[config.mk]
export PLATFORM = sky130hd
export DESIGN_NAME = css_top
export DESIGN_NICKNAME = d
export VERILOG_FILES = /design/src/shared/css_pkg.sv /design/src/shared/css_route_if.sv /design/src/rtl/css_route.sv /design/src/rtl/css_sync.sv /design/src/rtl/css_top.sv
export VERILOG_INCLUDE_DIRS = /design/src /design/src/shared
export SDC_FILE = /design/constraint.sdc
export NUM_CORES = 1
export LEC_CHECK = 0
export ABC_CLOCK_PERIOD_IN_PS = 1840
export BUFFER_PORTS_ARGS = -buffer_cell sky130_fd_sc_hd__buf_2
export CAP_MARGIN = 20
export CORE_MARGIN = 5
export CORE_UTILIZATION = 42
export CTS_CLUSTER_DIAMETER = 50
export DETAILED_ROUTE_END_ITERATION = 10
export PLACE_DENSITY_LB_ADDON = 0.25
export REMOVE_ABC_BUFFERS = 1
export SYNTH_ARGS = -nofsm -noshare
export SYNTH_HDL_FRONTEND = slang
export SYNTH_SLANG_ARGS = --single-unit
export TNS_END_PERCENT = 30
[constraint.sdc]
create_clock -name pclk -period 1.84 [get_ports pclk]
set_input_delay 0.276 -clock pclk [delete_from_list [all_inputs] [get_ports pclk]]
set_output_delay 0.276 -clock pclk [all_outputs]
set_load 0.05 [all_outputs]
[src/shared/css_regs.svh]
// register offsets, reset values, function codes and signal indices
`ifndef CSS_REGS_SVH
`define CSS_REGS_SVH

`define CSS_NSIG 23
`define CSS_NTERM 5
// apb byte offsets
`define CSS_OFS_OP_SRC 8'h00
`define CSS_OFS_SPD_SRC 8'h04
`define CSS_OFS_WWR 8'h08
`define CSS_OFS_OPMODE 8'h0C
`define CSS_OFS_PORT_SEL 8'h10
`define CSS_OFS_TERM_FN0 8'h14
`define CSS_OFS_CMD0 8'h28
`define CSS_OFS_CMD1 8'h2C
`define CSS_OFS_RESET_REQ 8'h30
`define CSS_OFS_STATUS 8'h34
`define CSS_OFS_EFFECT 8'h38
// reset values
`define CSS_RST_OP_SRC 1'h0
`define CSS_RST_SPD_SRC 2'h0
`define CSS_RST_WWR 2'h0
`define CSS_RST_OPMODE 3'h0
`define CSS_RST_PORT_SEL 1'h0
`define CSS_RST_TERM_FN {7'h3C, 7'h3D, 7'h00, 7'h01, 7'h02}
// setting values
`define CSS_WWR_ANYTIME 2'h2
`define CSS_OPMODE_PU_ILK 3'h7
// input terminal function codes
`define CSS_FC_LOWSPD 7'h00
`define CSS_FC_MIDSPD 7'h01
`define CSS_FC_HIGHSPD 7'h02
`define CSS_FC_SECFN 7'h03
`define CSS_FC_T4SEL 7'h04
`define CSS_FC_JOG 7'h05
`define CSS_FC_THERM 7'h07
`define CSS_FC_SPD15 7'h08
`define CSS_FC_RUNEN 7'h0A
`define CSS_FC_PUILK 7'h0C
`define CSS_FC_PIDEN 7'h0E
`define CSS_FC_PUEXT 7'h10
`define CSS_FC_PREEXC 7'h17
`define CSS_FC_OUTSTOP 7'h18
`define CSS_FC_SELFHOLD 7'h19
`define CSS_FC_FWD 7'h3C
`define CSS_FC_REV 7'h3D
`define CSS_FC_RESET 7'h3E
`define CSS_FC_PIDDIR 7'h40
`define CSS_FC_PUNET 7'h41
`define CSS_FC_EXTNET 7'h42
`define CSS_FC_SRCSW 7'h43
`define CSS_FC_PIDRST 7'h48
// bit positions in command vectors
`define CSS_IX_LOWSPD 0
`define CSS_IX_MIDSPD 1
`define CSS_IX_HIGHSPD 2
`define CSS_IX_SECFN 3
`define CSS_IX_T4SEL 4
`define CSS_IX_JOG 5
`define CSS_IX_THERM 6
`define CSS_IX_SPD15 7
`define CSS_IX_RUNEN 8
`define CSS_IX_PUILK 9
`define CSS_IX_PIDEN 10
`define CSS_IX_PUEXT 11
`define CSS_IX_PREEXC 12
`define CSS_IX_OUTSTOP 13
`define CSS_IX_SELFHOLD 14
`define CSS_IX_FWD 15
`define CSS_IX_REV 16
`define CSS_IX_RESET 17
`define CSS_IX_PIDDIR 18
`define CSS_IX_PUNET 19
`define CSS_IX_EXTNET 20
`define CSS_IX_SRCSW 21
`define CSS_IX_PIDRST 22

`endif

[src/shared/css_pkg.sv]
// types of the command source selector
`default_nettype none
package css_pkg;
	// bit 0: terminal accepted, bit 1: communication accepted
	typedef enum logic [1:0] {
		CSS_NONE = 2'b00,
		CSS_TERM = 2'b01,
		CSS_NETWORK = 2'b10,
		CSS_BOTH = 2'b11
	} css_class_e;
endpackage
`default_nettype wire

[src/shared/css_route_if.sv]
// carrier between source classification and command routing
`timescale 1ns/1ps
`default_nettype none
`include "css_regs.svh"
interface css_route_if;
	logic [`CSS_NSIG-1:0] term_cmd;
	logic [`CSS_NSIG-1:0] comm_cmd;
	logic [`CSS_NSIG-1:0] take_term;
	logic [`CSS_NSIG-1:0] take_comm;
	logic [`CSS_NSIG-1:0] eff_cmd;
	modport ctrl (output term_cmd, comm_cmd, take_term, take_comm,
		input eff_cmd);
	modport route (input term_cmd, comm_cmd, take_term, take_comm,
		output eff_cmd);
endinterface
`default_nettype wire

[src/rtl/css_route.sv]
// per-signal routing of terminal and communication commands
`timescale 1ns/1ps
`default_nettype none
`include "css_regs.svh"
module css_route (
	// clock and reset
	input wire logic pclk,
	input wire logic presetn,
	// routing carrier
	css_route_if.route rt
);
	genvar i;
	generate
		for (i = 0; i < `CSS_NSIG; i++) begin : g_sig
			always_ff @(posedge pclk or negedge presetn) begin
				if (!presetn) begin
					rt.eff_cmd[i] <= 1'b0;
				end else begin
					rt.eff_cmd[i] <= (rt.take_term[i] & rt.term_cmd[i]) |
						(rt.take_comm[i] & rt.comm_cmd[i]);
				end
			end
		end
	endgenerate
endmodule
`default_nettype wire

[src/rtl/css_sync.sv]
// two-stage synchroniser for the control terminal pins
`timescale 1ns/1ps
`default_nettype none
module css_sync #(
	parameter int W = 5
) (
	// clock and reset
	input wire logic pclk,
	input wire logic presetn,
	// pins and synchronised levels
	input wire logic [W-1:0] pin,
	output logic [W-1:0] level
);
	logic [W-1:0] meta;

	always_ff @(posedge pclk or negedge presetn) begin
		if (!presetn) begin
			meta <= '0;
			level <= '0;
		end else begin
			meta <= pin;
			level <= meta;
		end
	end
endmodule
`default_nettype wire

[src/rtl/css_top.sv]
// command source selector with apb register file
`timescale 1ns/1ps
`default_nettype none
`include "css_regs.svh"

// Notes on behaviour
// - separate start/function source and speed source are kept in network mode.
// - source-switch input exists only when a terminal is assigned code 67.
// - source-switch off forces all commands from terminals, communication ignored.
// - switch unassigned or on: sources follow operation and speed settings.
// - source-switch changes are applied only while the drive is stopped.
// - communication reset is rejected while the source-switch input is off.
// - source settings may be written while running when write setting is 2.
// - newly written source settings take effect only once the drive stops.
// - terminal-only signals use the terminal and ignore communication.
// - network-only signals use communication and ignore the terminal.
// - combined signals accept either terminal or communication.
// - run enable always comes from the terminals.
// - pu external interlock always comes from the terminals.
// - pid enable from communication at speed source 0, else terminals.
// - pid direction switch from communication at speed source 0, else terminals.
// - pid integral reset from communication at speed source 0, else terminals.
// - mode 7 without interlock terminal makes output stop a terminal interlock.
// - communication commands come only from the selected port.
module css_top
	import css_pkg::*;
(
	// apb slave
	input wire logic pclk,
	input wire logic presetn,
	input wire logic psel,
	input wire logic penable,
	input wire logic pwrite,
	input wire logic [7:0] paddr,
	input wire logic [31:0] pwdata,
	output logic [31:0] prdata,
	output logic pready,
	output logic pslverr,
	// control terminal pins
	input wire logic [`CSS_NTERM-1:0] term_pin,
	// drive state
	input wire logic network_mode,
	input wire logic drive_stopped,
	// effective commands
	output logic [`CSS_NSIG-1:0] cmd_eff,
	output logic comm_reset,
	output logic speed_comm_en,
	output logic term2_en,
	output logic term4_en
);
	// =====================================================
	// declarations
	logic op_src;
	logic [1:0] spd_src;
	logic [1:0] wwr;
	logic [2:0] opmode;
	logic port_sel;
	logic [6:0] term_fn [`CSS_NTERM];
	logic [`CSS_NSIG-1:0] cmd_port0;
	logic [`CSS_NSIG-1:0] cmd_port1;
	logic reject_flag;
	logic op_eff;
	logic [1:0] spd_eff;
	logic force_term;
	logic [`CSS_NTERM-1:0] term_lvl;
	logic [`CSS_NSIG-1:0] term_cmd;
	logic [`CSS_NSIG-1:0] fn_assigned;
	logic [`CSS_NSIG-1:0] take_term;
	logic [`CSS_NSIG-1:0] take_comm;
	logic wr_en;
	logic rd_setup;
	logic addr_ok;
	logic src_wr_ok;
	logic reset_wr;
	logic next_force;
	logic [31:0] next_rdata;
	css_route_if rif();

	// =====================================================
	// terminal function lookup
	function automatic logic [6:0] css_code(input int i);
		case (i)
			`CSS_IX_LOWSPD: css_code = `CSS_FC_LOWSPD;
			`CSS_IX_MIDSPD: css_code = `CSS_FC_MIDSPD;
			`CSS_IX_HIGHSPD: css_code = `CSS_FC_HIGHSPD;
			`CSS_IX_SECFN: css_code = `CSS_FC_SECFN;
			`CSS_IX_T4SEL: css_code = `CSS_FC_T4SEL;
			`CSS_IX_JOG: css_code = `CSS_FC_JOG;
			`CSS_IX_THERM: css_code = `CSS_FC_THERM;
			`CSS_IX_SPD15: css_code = `CSS_FC_SPD15;
			`CSS_IX_RUNEN: css_code = `CSS_FC_RUNEN;
			`CSS_IX_PUILK: css_code = `CSS_FC_PUILK;
			`CSS_IX_PIDEN: css_code = `CSS_FC_PIDEN;
			`CSS_IX_PUEXT: css_code = `CSS_FC_PUEXT;
			`CSS_IX_PREEXC: css_code = `CSS_FC_PREEXC;
			`CSS_IX_OUTSTOP: css_code = `CSS_FC_OUTSTOP;
			`CSS_IX_SELFHOLD: css_code = `CSS_FC_SELFHOLD;
			`CSS_IX_FWD: css_code = `CSS_FC_FWD;
			`CSS_IX_REV: css_code = `CSS_FC_REV;
			`CSS_IX_RESET: css_code = `CSS_FC_RESET;
			`CSS_IX_PIDDIR: css_code = `CSS_FC_PIDDIR;
			`CSS_IX_PUNET: css_code = `CSS_FC_PUNET;
			`CSS_IX_EXTNET: css_code = `CSS_FC_EXTNET;
			`CSS_IX_SRCSW: css_code = `CSS_FC_SRCSW;
			default: css_code = `CSS_FC_PIDRST;
		endcase
	endfunction

	// source class of one signal for given operation and speed sources
	function automatic css_class_e css_class(input int i, input logic op,
		input logic [1:0] spd, input logic out_ilk);
		case (i)
			`CSS_IX_LOWSPD, `CSS_IX_MIDSPD, `CSS_IX_HIGHSPD, `CSS_IX_SPD15,
			`CSS_IX_PIDEN, `CSS_IX_PIDDIR, `CSS_IX_PIDRST: begin
				css_class = (spd == 2'h0) ? CSS_NETWORK : CSS_TERM;
			end
			`CSS_IX_SECFN, `CSS_IX_PREEXC, `CSS_IX_FWD, `CSS_IX_REV: begin
				css_class = op ? CSS_TERM : CSS_NETWORK;
			end
			`CSS_IX_T4SEL: begin
				css_class = (spd == 2'h0) ? CSS_NONE : CSS_BOTH;
			end
			`CSS_IX_JOG, `CSS_IX_SELFHOLD: begin
				css_class = op ? CSS_TERM : CSS_NONE;
			end
			`CSS_IX_OUTSTOP: begin
				if (out_ilk) begin
					css_class = CSS_TERM;
				end else begin
					css_class = op ? CSS_TERM : CSS_BOTH;
				end
			end
			default: css_class = CSS_TERM;
		endcase
	endfunction

	// =====================================================
	// terminal inputs
	css_sync #(
		.W(`CSS_NTERM)
	) u_sync (
		.pclk(pclk),
		.presetn(presetn),
		.pin(term_pin),
		.level(term_lvl)
	);

	genvar s;
	generate
		for (s = 0; s < `CSS_NSIG; s++) begin : g_fn
			always_comb begin
				term_cmd[s] = 1'b0;
				fn_assigned[s] = 1'b0;
				for (int t = 0; t < `CSS_NTERM; t++) begin
					if (term_fn[t] == css_code(s)) begin
						term_cmd[s] = term_cmd[s] | term_lvl[t];
						fn_assigned[s] = 1'b1;
					end
				end
			end
		end
	endgenerate

	// =====================================================
	// effective selection, frozen while running
	assign next_force = !network_mode ||
		(fn_assigned[`CSS_IX_SRCSW] && !term_cmd[`CSS_IX_SRCSW]);

	always_ff @(posedge pclk or negedge presetn) begin
		if (!presetn) begin
			op_eff <= `CSS_RST_OP_SRC;
			spd_eff <= `CSS_RST_SPD_SRC;
			force_term <= 1'b1;
		end else if (drive_stopped) begin
			op_eff <= op_src;
			spd_eff <= spd_src;
			force_term <= next_force;
		end
	end

	generate
		for (s = 0; s < `CSS_NSIG; s++) begin : g_cls
			css_class_e cls;
			always_comb begin
				if (force_term) begin
					cls = css_class(s, 1'b1, 2'h1, 1'b0);
				end else begin
					cls = css_class(s, op_eff, spd_eff,
						opmode == `CSS_OPMODE_PU_ILK &&
						!fn_assigned[`CSS_IX_PUILK]);
				end
				take_term[s] = cls[0] | force_term;
				take_comm[s] = cls[1] & !force_term;
			end
		end
	endgenerate

	assign speed_comm_en = !force_term && (spd_eff != 2'h1);
	assign term2_en = force_term || (spd_eff == 2'h1);
	assign term4_en = force_term || (spd_eff != 2'h0);

	// =====================================================
	// command routing
	assign rif.term_cmd = term_cmd;
	assign rif.comm_cmd = port_sel ? cmd_port1 : cmd_port0;
	assign rif.take_term = take_term;
	assign rif.take_comm = take_comm;
	assign cmd_eff = rif.eff_cmd;

	css_route u_route (
		.pclk(pclk),
		.presetn(presetn),
		.rt(rif)
	);

	// =====================================================
	// apb decode
	always_comb begin
		addr_ok = 1'b0;
		case (paddr)
			`CSS_OFS_OP_SRC, `CSS_OFS_SPD_SRC, `CSS_OFS_WWR, `CSS_OFS_OPMODE,
			`CSS_OFS_PORT_SEL, `CSS_OFS_CMD0, `CSS_OFS_CMD1,
			`CSS_OFS_RESET_REQ, `CSS_OFS_STATUS, `CSS_OFS_EFFECT: begin
				addr_ok = 1'b1;
			end
			default: begin
				for (int t = 0; t < `CSS_NTERM; t++) begin
					if (paddr == `CSS_OFS_TERM_FN0 + 8'(4 * t)) begin
						addr_ok = 1'b1;
					end
				end
			end
		endcase
	end

	assign pready = 1'b1;
	assign pslverr = psel && penable && !addr_ok;
	assign wr_en = psel && penable && pwrite && addr_ok;
	assign rd_setup = psel && !penable && !pwrite;
	assign src_wr_ok = drive_stopped || (wwr == `CSS_WWR_ANYTIME);
	assign reset_wr = wr_en && paddr == `CSS_OFS_RESET_REQ && pwdata[0];

	// =====================================================
	// settings registers
	always_ff @(posedge pclk or negedge presetn) begin
		if (!presetn) begin
			op_src <= `CSS_RST_OP_SRC;
			spd_src <= `CSS_RST_SPD_SRC;
		end else if (wr_en && src_wr_ok) begin
			if (paddr == `CSS_OFS_OP_SRC) begin
				op_src <= pwdata[0];
			end
			if (paddr == `CSS_OFS_SPD_SRC) begin
				spd_src <= pwdata[1:0];
			end
		end
	end

	always_ff @(posedge pclk or negedge presetn) begin
		if (!presetn) begin
			wwr <= `CSS_RST_WWR;
			opmode <= `CSS_RST_OPMODE;
			port_sel <= `CSS_RST_PORT_SEL;
		end else if (wr_en) begin
			case (paddr)
				`CSS_OFS_WWR: wwr <= pwdata[1:0];
				`CSS_OFS_OPMODE: opmode <= pwdata[2:0];
				`CSS_OFS_PORT_SEL: port_sel <= pwdata[0];
				default: ;
			endcase
		end
	end

	generate
		for (s = 0; s < `CSS_NTERM; s++) begin : g_tfn
			localparam logic [7:0] OFS = `CSS_OFS_TERM_FN0 + 8'(4 * s);
			localparam logic [7*`CSS_NTERM-1:0] RST = `CSS_RST_TERM_FN;
			always_ff @(posedge pclk or negedge presetn) begin
				if (!presetn) begin
					term_fn[s] <= RST[7*s +: 7];
				end else if (wr_en && paddr == OFS) begin
					term_fn[s] <= pwdata[6:0];
				end
			end
		end
	endgenerate

	always_ff @(posedge pclk or negedge presetn) begin
		if (!presetn) begin
			cmd_port0 <= '0;
			cmd_port1 <= '0;
		end else if (wr_en) begin
			if (paddr == `CSS_OFS_CMD0) begin
				cmd_port0 <= pwdata[`CSS_NSIG-1:0];
			end
			if (paddr == `CSS_OFS_CMD1) begin
				cmd_port1 <= pwdata[`CSS_NSIG-1:0];
			end
		end
	end

	// =====================================================
	// communication reset and rejection flag
	always_ff @(posedge pclk or negedge presetn) begin
		if (!presetn) begin
			comm_reset <= 1'b0;
		end else begin
			comm_reset <= reset_wr && !force_term;
		end
	end

	// a rejection in the clearing cycle keeps the flag set
	always_ff @(posedge pclk or negedge presetn) begin
		if (!presetn) begin
			reject_flag <= 1'b0;
		end else if (reset_wr && force_term) begin
			reject_flag <= 1'b1;
		end else if (wr_en && paddr == `CSS_OFS_STATUS && pwdata[0]) begin
			reject_flag <= 1'b0;
		end
	end

	// =====================================================
	// read data, captured in the setup cycle
	always_comb begin
		next_rdata = 32'h0000_0000;
		case (paddr)
			`CSS_OFS_OP_SRC: next_rdata[0] = op_src;
			`CSS_OFS_SPD_SRC: next_rdata[1:0] = spd_src;
			`CSS_OFS_WWR: next_rdata[1:0] = wwr;
			`CSS_OFS_OPMODE: next_rdata[2:0] = opmode;
			`CSS_OFS_PORT_SEL: next_rdata[0] = port_sel;
			`CSS_OFS_CMD0: next_rdata[`CSS_NSIG-1:0] = cmd_port0;
			`CSS_OFS_CMD1: next_rdata[`CSS_NSIG-1:0] = cmd_port1;
			`CSS_OFS_STATUS: next_rdata[6:0] = {fn_assigned[`CSS_IX_SRCSW],
				term_cmd[`CSS_IX_SRCSW], drive_stopped, force_term,
				spd_eff, op_eff};
			`CSS_OFS_EFFECT: next_rdata[`CSS_NSIG-1:0] = cmd_eff;
			default: begin
				for (int t = 0; t < `CSS_NTERM; t++) begin
					if (paddr == `CSS_OFS_TERM_FN0 + 8'(4 * t)) begin
						next_rdata[6:0] = term_fn[t];
					end
				end
			end
		endcase
		if (paddr == `CSS_OFS_STATUS) begin
			next_rdata[7] = reject_flag;
		end
	end

	always_ff @(posedge pclk or negedge presetn) begin
		if (!presetn) begin
			prdata <= 32'h0000_0000;
		end else if (rd_setup) begin
			prdata <= next_rdata;
		end
	end
endmodule
`default_nettype wire

[After elaboration in Yosys (flattened, before gate mapping)]
Cells that the tools add are included.
Word-level totals
  bits in registers: 152
  word-level logic and storage cells: 526
Cells by class
  eq/ne operators: 128
  muxes and demuxes: 156
  bitwise gates (word level): 147
  reductions and logical operators: 52
Operators with widths (number)
  $eq A7 B7 Y1 const B: 25
  $eq A7 B4 Y1 const B: 20
  $eq A7 B5 Y1 const B: 20
  $mux W1: 136
  $or A1 B1 Y1: 112
  $eq A7 B3 Y1 const B: 15
  $eq A7 B6 Y1 const B: 15
  $eq A7 B2 Y1 const B: 10
  $eq A8 B6 Y1 const B: 7
  $pmux W16 S3: 1
  $eq A7 B1 Y1 const B: 5
  $logic_not A7 Y1: 5
  $mux W7: 5
  $and A1 B1 Y1: 34
  $eq A8 B5 Y1 const B: 4
  $mux W23: 1
  $logic_and A1 B1 Y1: 21
  $pmux W4 S5: 1
  $mux W2: 9
  $eq A8 B4 Y1 const B: 2
  $reduce_and A2 Y1: 7
  $reduce_or A10 Y1: 1
  $pmux W1 S9: 1
  $eq A8 B3 Y1 const B: 1
  15 further kinds: 25

[Logic depth before layout (Yosys ltp)]
  word-level depth: 13
  mapped depth: 8
  mapped depth without buffers: 5

[Hierarchy]
Synthesis repeated with hierarchy kept, for this count alone.
Second synthesis, totals
  cell total of the unflattened synthesis: 830
  area total of the unflattened synthesis: 8466.9 um^2
Modules (own cells, without submodules)
  css_top: instances 1, cells each 774, area each 7439.6 um^2, sequential area each 2992.9 um^2
  css_route: instances 1, cells each 46, area each 777.0 um^2, sequential area each 575.6 um^2
  css_sync: instances 1, cells each 10, area each 250.2 um^2, sequential area each 250.2 um^2

[Worst setup path before layout]
No wires, ideal clock.
  kind: input to register
  from: input paddr[5]
  to: register cmd_port1[13]
  setup time: 0.125 ns
  arrival time: 1.782 ns
  required time: 1.715 ns
  path slack: -0.066 ns
  cell stages on the path: 6
  buffers on the path: 3
  path through: buf_4 > or4b_1 > buf_6 > nor3_4 > buf_6 > mux2_2
Between the ends
  cells in the longest elaborated chain, start to end: 9
  elaborated cells on any way between the ends: 24
  those cells by class: eq/ne (14); mux (6); reduce/logical (4)
RTL lines
  start, declared: line css_top.sv:34  | input wire logic [7:0] paddr,
  $eq A8 B5 Y1: line css_top.sv:228  | if (paddr == `CSS_OFS_TERM_FN0 + 8'(4 * t)) begin
  $mux W1 (5 in a row): line css_top.sv:228
  $mux W1: line css_top.sv:220  | case (paddr)
  $logic_and A1 B1 Y1: line css_top.sv:238  | assign wr_en = psel && penable && pwrite && addr_ok;
  $reduce_and A2 Y1 (no source line) (*)
  end signal, assigned: line css_top.sv:297  | cmd_port1 <= pwdata[`CSS_NSIG-1:0];
  end, declared: line css_top.sv:60  | logic [`CSS_NSIG-1:0] cmd_port1;
Mark *: on every way between the ends. The rest lies on a longest branch, timed or not.
A chain may end at the register's enable or synchronous reset.

[Final worst setup path]
  from: register term_fn[7] (netlist bit)
  to: register u_route.rt.eff_cmd[13]
Between the ends
  cells in the longest elaborated chain, start to end: 10
  elaborated cells on any way between the ends: 16
  those cells by class: eq/ne (2); mux (6); bitwise (6); reduce/logical (2)
RTL lines
  start, declared: line css_top.sv:58  | logic [6:0] term_fn [`CSS_NTERM];
  start signal, assigned by index: line css_top.sv:280  | term_fn[s] <= RST[7*s +: 7];
  start signal, assigned by index: line css_top.sv:282  | term_fn[s] <= pwdata[6:0];
  $eq A7 B4 Y1: line css_top.sv:155  | if (term_fn[t] == css_code(s)) begin
  $mux W1 (2 in a row): line css_top.sv:155
  $logic_not A1 Y1
  $logic_and A1 B1 Y1
  $mux W2: line css_top.sv:127  | if (out_ilk) begin
  $mux W2: line css_top.sv:185  | if (force_term) begin
  $or A1 B1 Y1 / $and A1 B1 Y1 (equally long branches): line css_top.sv:192, css_top.sv:193
  $and A1 B1 Y1, on equally long branches: line css_route.sv:19, css_route.sv:20
  $or A1 B1 Y1 (*): line css_route.sv:19  | rt.eff_cmd[i] <= (rt.take_term[i] & rt.term_cmd[i]) |
  end signal, assigned by index: line css_route.sv:19
  end, declared: line css_route_if.sv:14  | output eff_cmd);
Marked as above.

==> metrics.md <==
| Metric | Value |
|---|---|
| Status | `complete, no violations` |
| IO Pins | `113` |
| Max cap viols | `0` |
| Clock sink total | `152` |
| Final wirelength | `29200 um` |
| GPL Wtd Cong | `1.02` |
| Syn Area/Cell | `10.5 um^2` |
| Static Leak | `5.00 nW` |
| Share of layout cells above drive strength 1 | `0.410` |
| Measured slew at the worst slew-check pin | `0.613 ns` |
| Setup TNS | `0 ns` |
| Core region area | `19400 um^2` |
| Cells after Synth | `784` |
| Crit path top cell by count | `nand4_1` |
| Main synth FF type | `dfrtp_1` |
| Initial DRC Count | `967` |
| GRT overflow | `0` |
| Crit Path Class | `reg2reg` |
| Ys Warns | `0` |
| Clock Latency Late Sink | `0.43 ns` |
| Metal3 WL | `2580 um` |
| Die height | `150 um` |
| # placed instances | `1239` |
| Hold path depth | `2` |
| Worst hold start | `pwdata[10]` |
| Worst Hold Endpoint | `cmd_port0[10]` |
| Synthesis-to-layout area growth | `31.5%` |
| Residual DRC | `0` |
| Top cells by area, synth | `dfrtp_1 43%, mux2_2 12%, dfstp_2 3.8%` |
| Share of synthesized registers carrying an async set or reset | `1.00` |
| WL met1 | `12900 um` |
| Initial Util | `0.424` |
| Slew Limit Fails | `0` |
| Max Fanout on Critical Path | `10` |
| Largest net degree at the start of global routing | `49` |
| Row cnt | `51` |
| Crit-path max cell delay | `0.68 ns` |
| VDD IR-drop max | `508 uV` |
| CP Cell Sequence | `nor2_1, nand4_1, nand4_1, o31ai_1, nand4_1` |
| Sequential area share after synthesis | `0.464` |
| Slowest CP cell | `dfstp_2` |
| PwrDens | `722 nW/um^2` |
| Post-synth EDFFs | `0` |
| Ant diodes | `0` |
| Yosys top cell area share | `0.426` |
| Die area | `22500 um^2` |
| Vias in the first global route | `7227` |
| R2R depth | `5` |
| Post-route insts no fill | `1281` |
| Die X | `150 um` |
| CTS tree | `yes` |
| Initial antenna violation count | `0` |
| Antenna Nets Post-Route | `0` |
| Tot GR Track Use | `0.261` |
| Hold Path Class | `in2reg` |
| Count leader, synth | `dfrtp_1` |
| Nets | `1055` |
| First-pass GRT wire length | `44000 um` |
| Final number of setup-violating endpoints | `0` |
| First-pass DRT Iterations | `7` |
| CP arrival | `2.07 ns` |
| Register clock-pin slew on the reported worst setup and hold paths | `0.07 ns` |
| Top cells by count, synth | `140 x dfrtp_1, 88 x mux2_2, 73 x nand2_1` |
| Vias per cell | `5.94` |
| Finished Cell Area | `10800 um^2` |
| CP startpoint kind | `flop` |
| Final min period | `1.79 ns` |
| Clk root buf | `clkbuf_16` |
| Max transition margin | `0.586` |
| Worst Clk Skew | `0.0106 ns` |
| Hold Slack | `0.0881 ns` |
| Placed Area | `10100 um^2` |
| Reg2reg setup slack | `0.05 ns` |
| RSZ-0062 raised after global routing | `yes` |
| Fmax | `0.558 GHz` |
| Synth cell types | `66` |
| DP HPWL | `21900 um` |
| Clk buf depth | `2` |
| Synthesized flop and latch total | `152` |
| H-tree depth | `4` |
| FF-to-FF Start | `term_fn[7]` |
| Hold Vio Cnt, Final | `0` |
| Synthesized cell area | `8230 um^2` |
| Via count | `7605` |
| Fin crit share | `0.973` |
| Mean routed wirelength per cell | `22.8 um` |
| CP Data Required Time | `2.12 ns` |
| Area leader, netlist | `dfrtp_1` |
| Met2 WL | `13100 um` |
| Crit end category | `flop` |
| Reg2reg end | `u_route.rt.eff_cmd[13]` |
| Highest metal used | `met5` |
| Total CTS buffers | `17` |
| Port Buffers | `93` |
worst max-delay path by stage:
stage / depth (start not counted) / end / slack [ns] / from
finish: 5 / u_route.rt.eff_cmd[13] / 0.05 / term_fn[7]
global route: 8 / u_route.rt.eff_cmd[18] / -0.01 / term_fn[11]
CTS: 6 / prdata[5] / 0.01 / term_fn[21]
detailed placement: 9 / prdata[6] / -0.24 / paddr[4]
global placement: 9 / prdata[4] / -0.29 / paddr[4]
floorplan: 3 / cmd_port0[0] / -0.50 / paddr[4]
kinds of logic after synthesis:
group / Yosys count / share of synthesized area
buffers and inverters: 82 / 0.0497
other: 2 / 0.000912
multiplexers: 108 / 0.147
AO/OA/AOI/OAI: 154 / 0.132
flip-flops: 152 / 0.464
AND/OR/NAND/NOR: 286 / 0.207
final cells by class:
type                            count  area [um^2]
Fill cell                        1740         8570
Multi-Input combinational cell    558         4080
Sequential cell                   152         3820
Clock inverter                     11          124
Tap cell                          265          332
Inverter                           10         37.5
Timing Repair Buffer              264         1990
Clock buffer                       21          440
per-layer routing:
| layer | up-vias | GRT usage |
|---|---|---|
| met5 | - | 0.0182 |
| met4 | 2 | 0.0764 |
| met3 | 66 | 0.0572 |
| met2 | 431 | 0.394 |
| met1 | 3714 | 0.375 |
| li1 | 3392 | - |
cell usage in the layout (no fill, tap or decap), types with 21 or more instances in the layout:
master and count:
dfrtp_1 138, nand4_1 22, nor2b_1 22, nor3_1 22, buf_4 148, nand3_1 21, buf_2 89, nand2_1 73
a21oi_1 26, o21ai_0 23, mux2_2 88, nor2_1 31
metrics by stage:
step                power, mW  worst slack [ns]  utilization
floorplan                3.94            -0.497            -
global placement         4.39            -0.290        0.520
detailed placement       4.40            -0.242        0.520
CTS                      7.85            0.0145        0.554
global route             8.04           -0.0132        0.558
finish                   7.82            0.0492        0.558
where the power goes:
part           internal, mW  switching, mW
Clock                  2.00           1.45
Sequential             3.41         0.0571
Combinational         0.285          0.616
worst max-delay path: cells and delay by family (launching register included):
| family | cells | cell delay (ns) |
|---|---|---|
| flops | 1 | 0.68 |
| compound gates | 1 | 0.26 |
| simple gates | 4 | 0.69 |
repair_timing:
action | CTS | global route
buffers inserted | 1 | 2
gates cloned | 0 | 0
endpoints found under the setup margin | 4 | 14
hold buffers | 7 | 0
hold endpoints to repair | 43 | 0
pin swaps | 0 | 3
resized for setup | 6 | 12
sequential cells by signal (all words and copies together), names as in the netlist:
name	flops
comm_reset	1
force_term	1
prdata	23
wwr	2
u_sync.level	5
cmd_port0	23
opmode	3
op_src	1
spd_eff	2
cmd_port1	23
op_eff	1
u_route.rt.eff_cmd	23
spd_src	2
reject_flag	1
port_sel	1
u_sync.meta	5
term_fn	35
No activity file was read; power rests on OpenSTA's default activity.
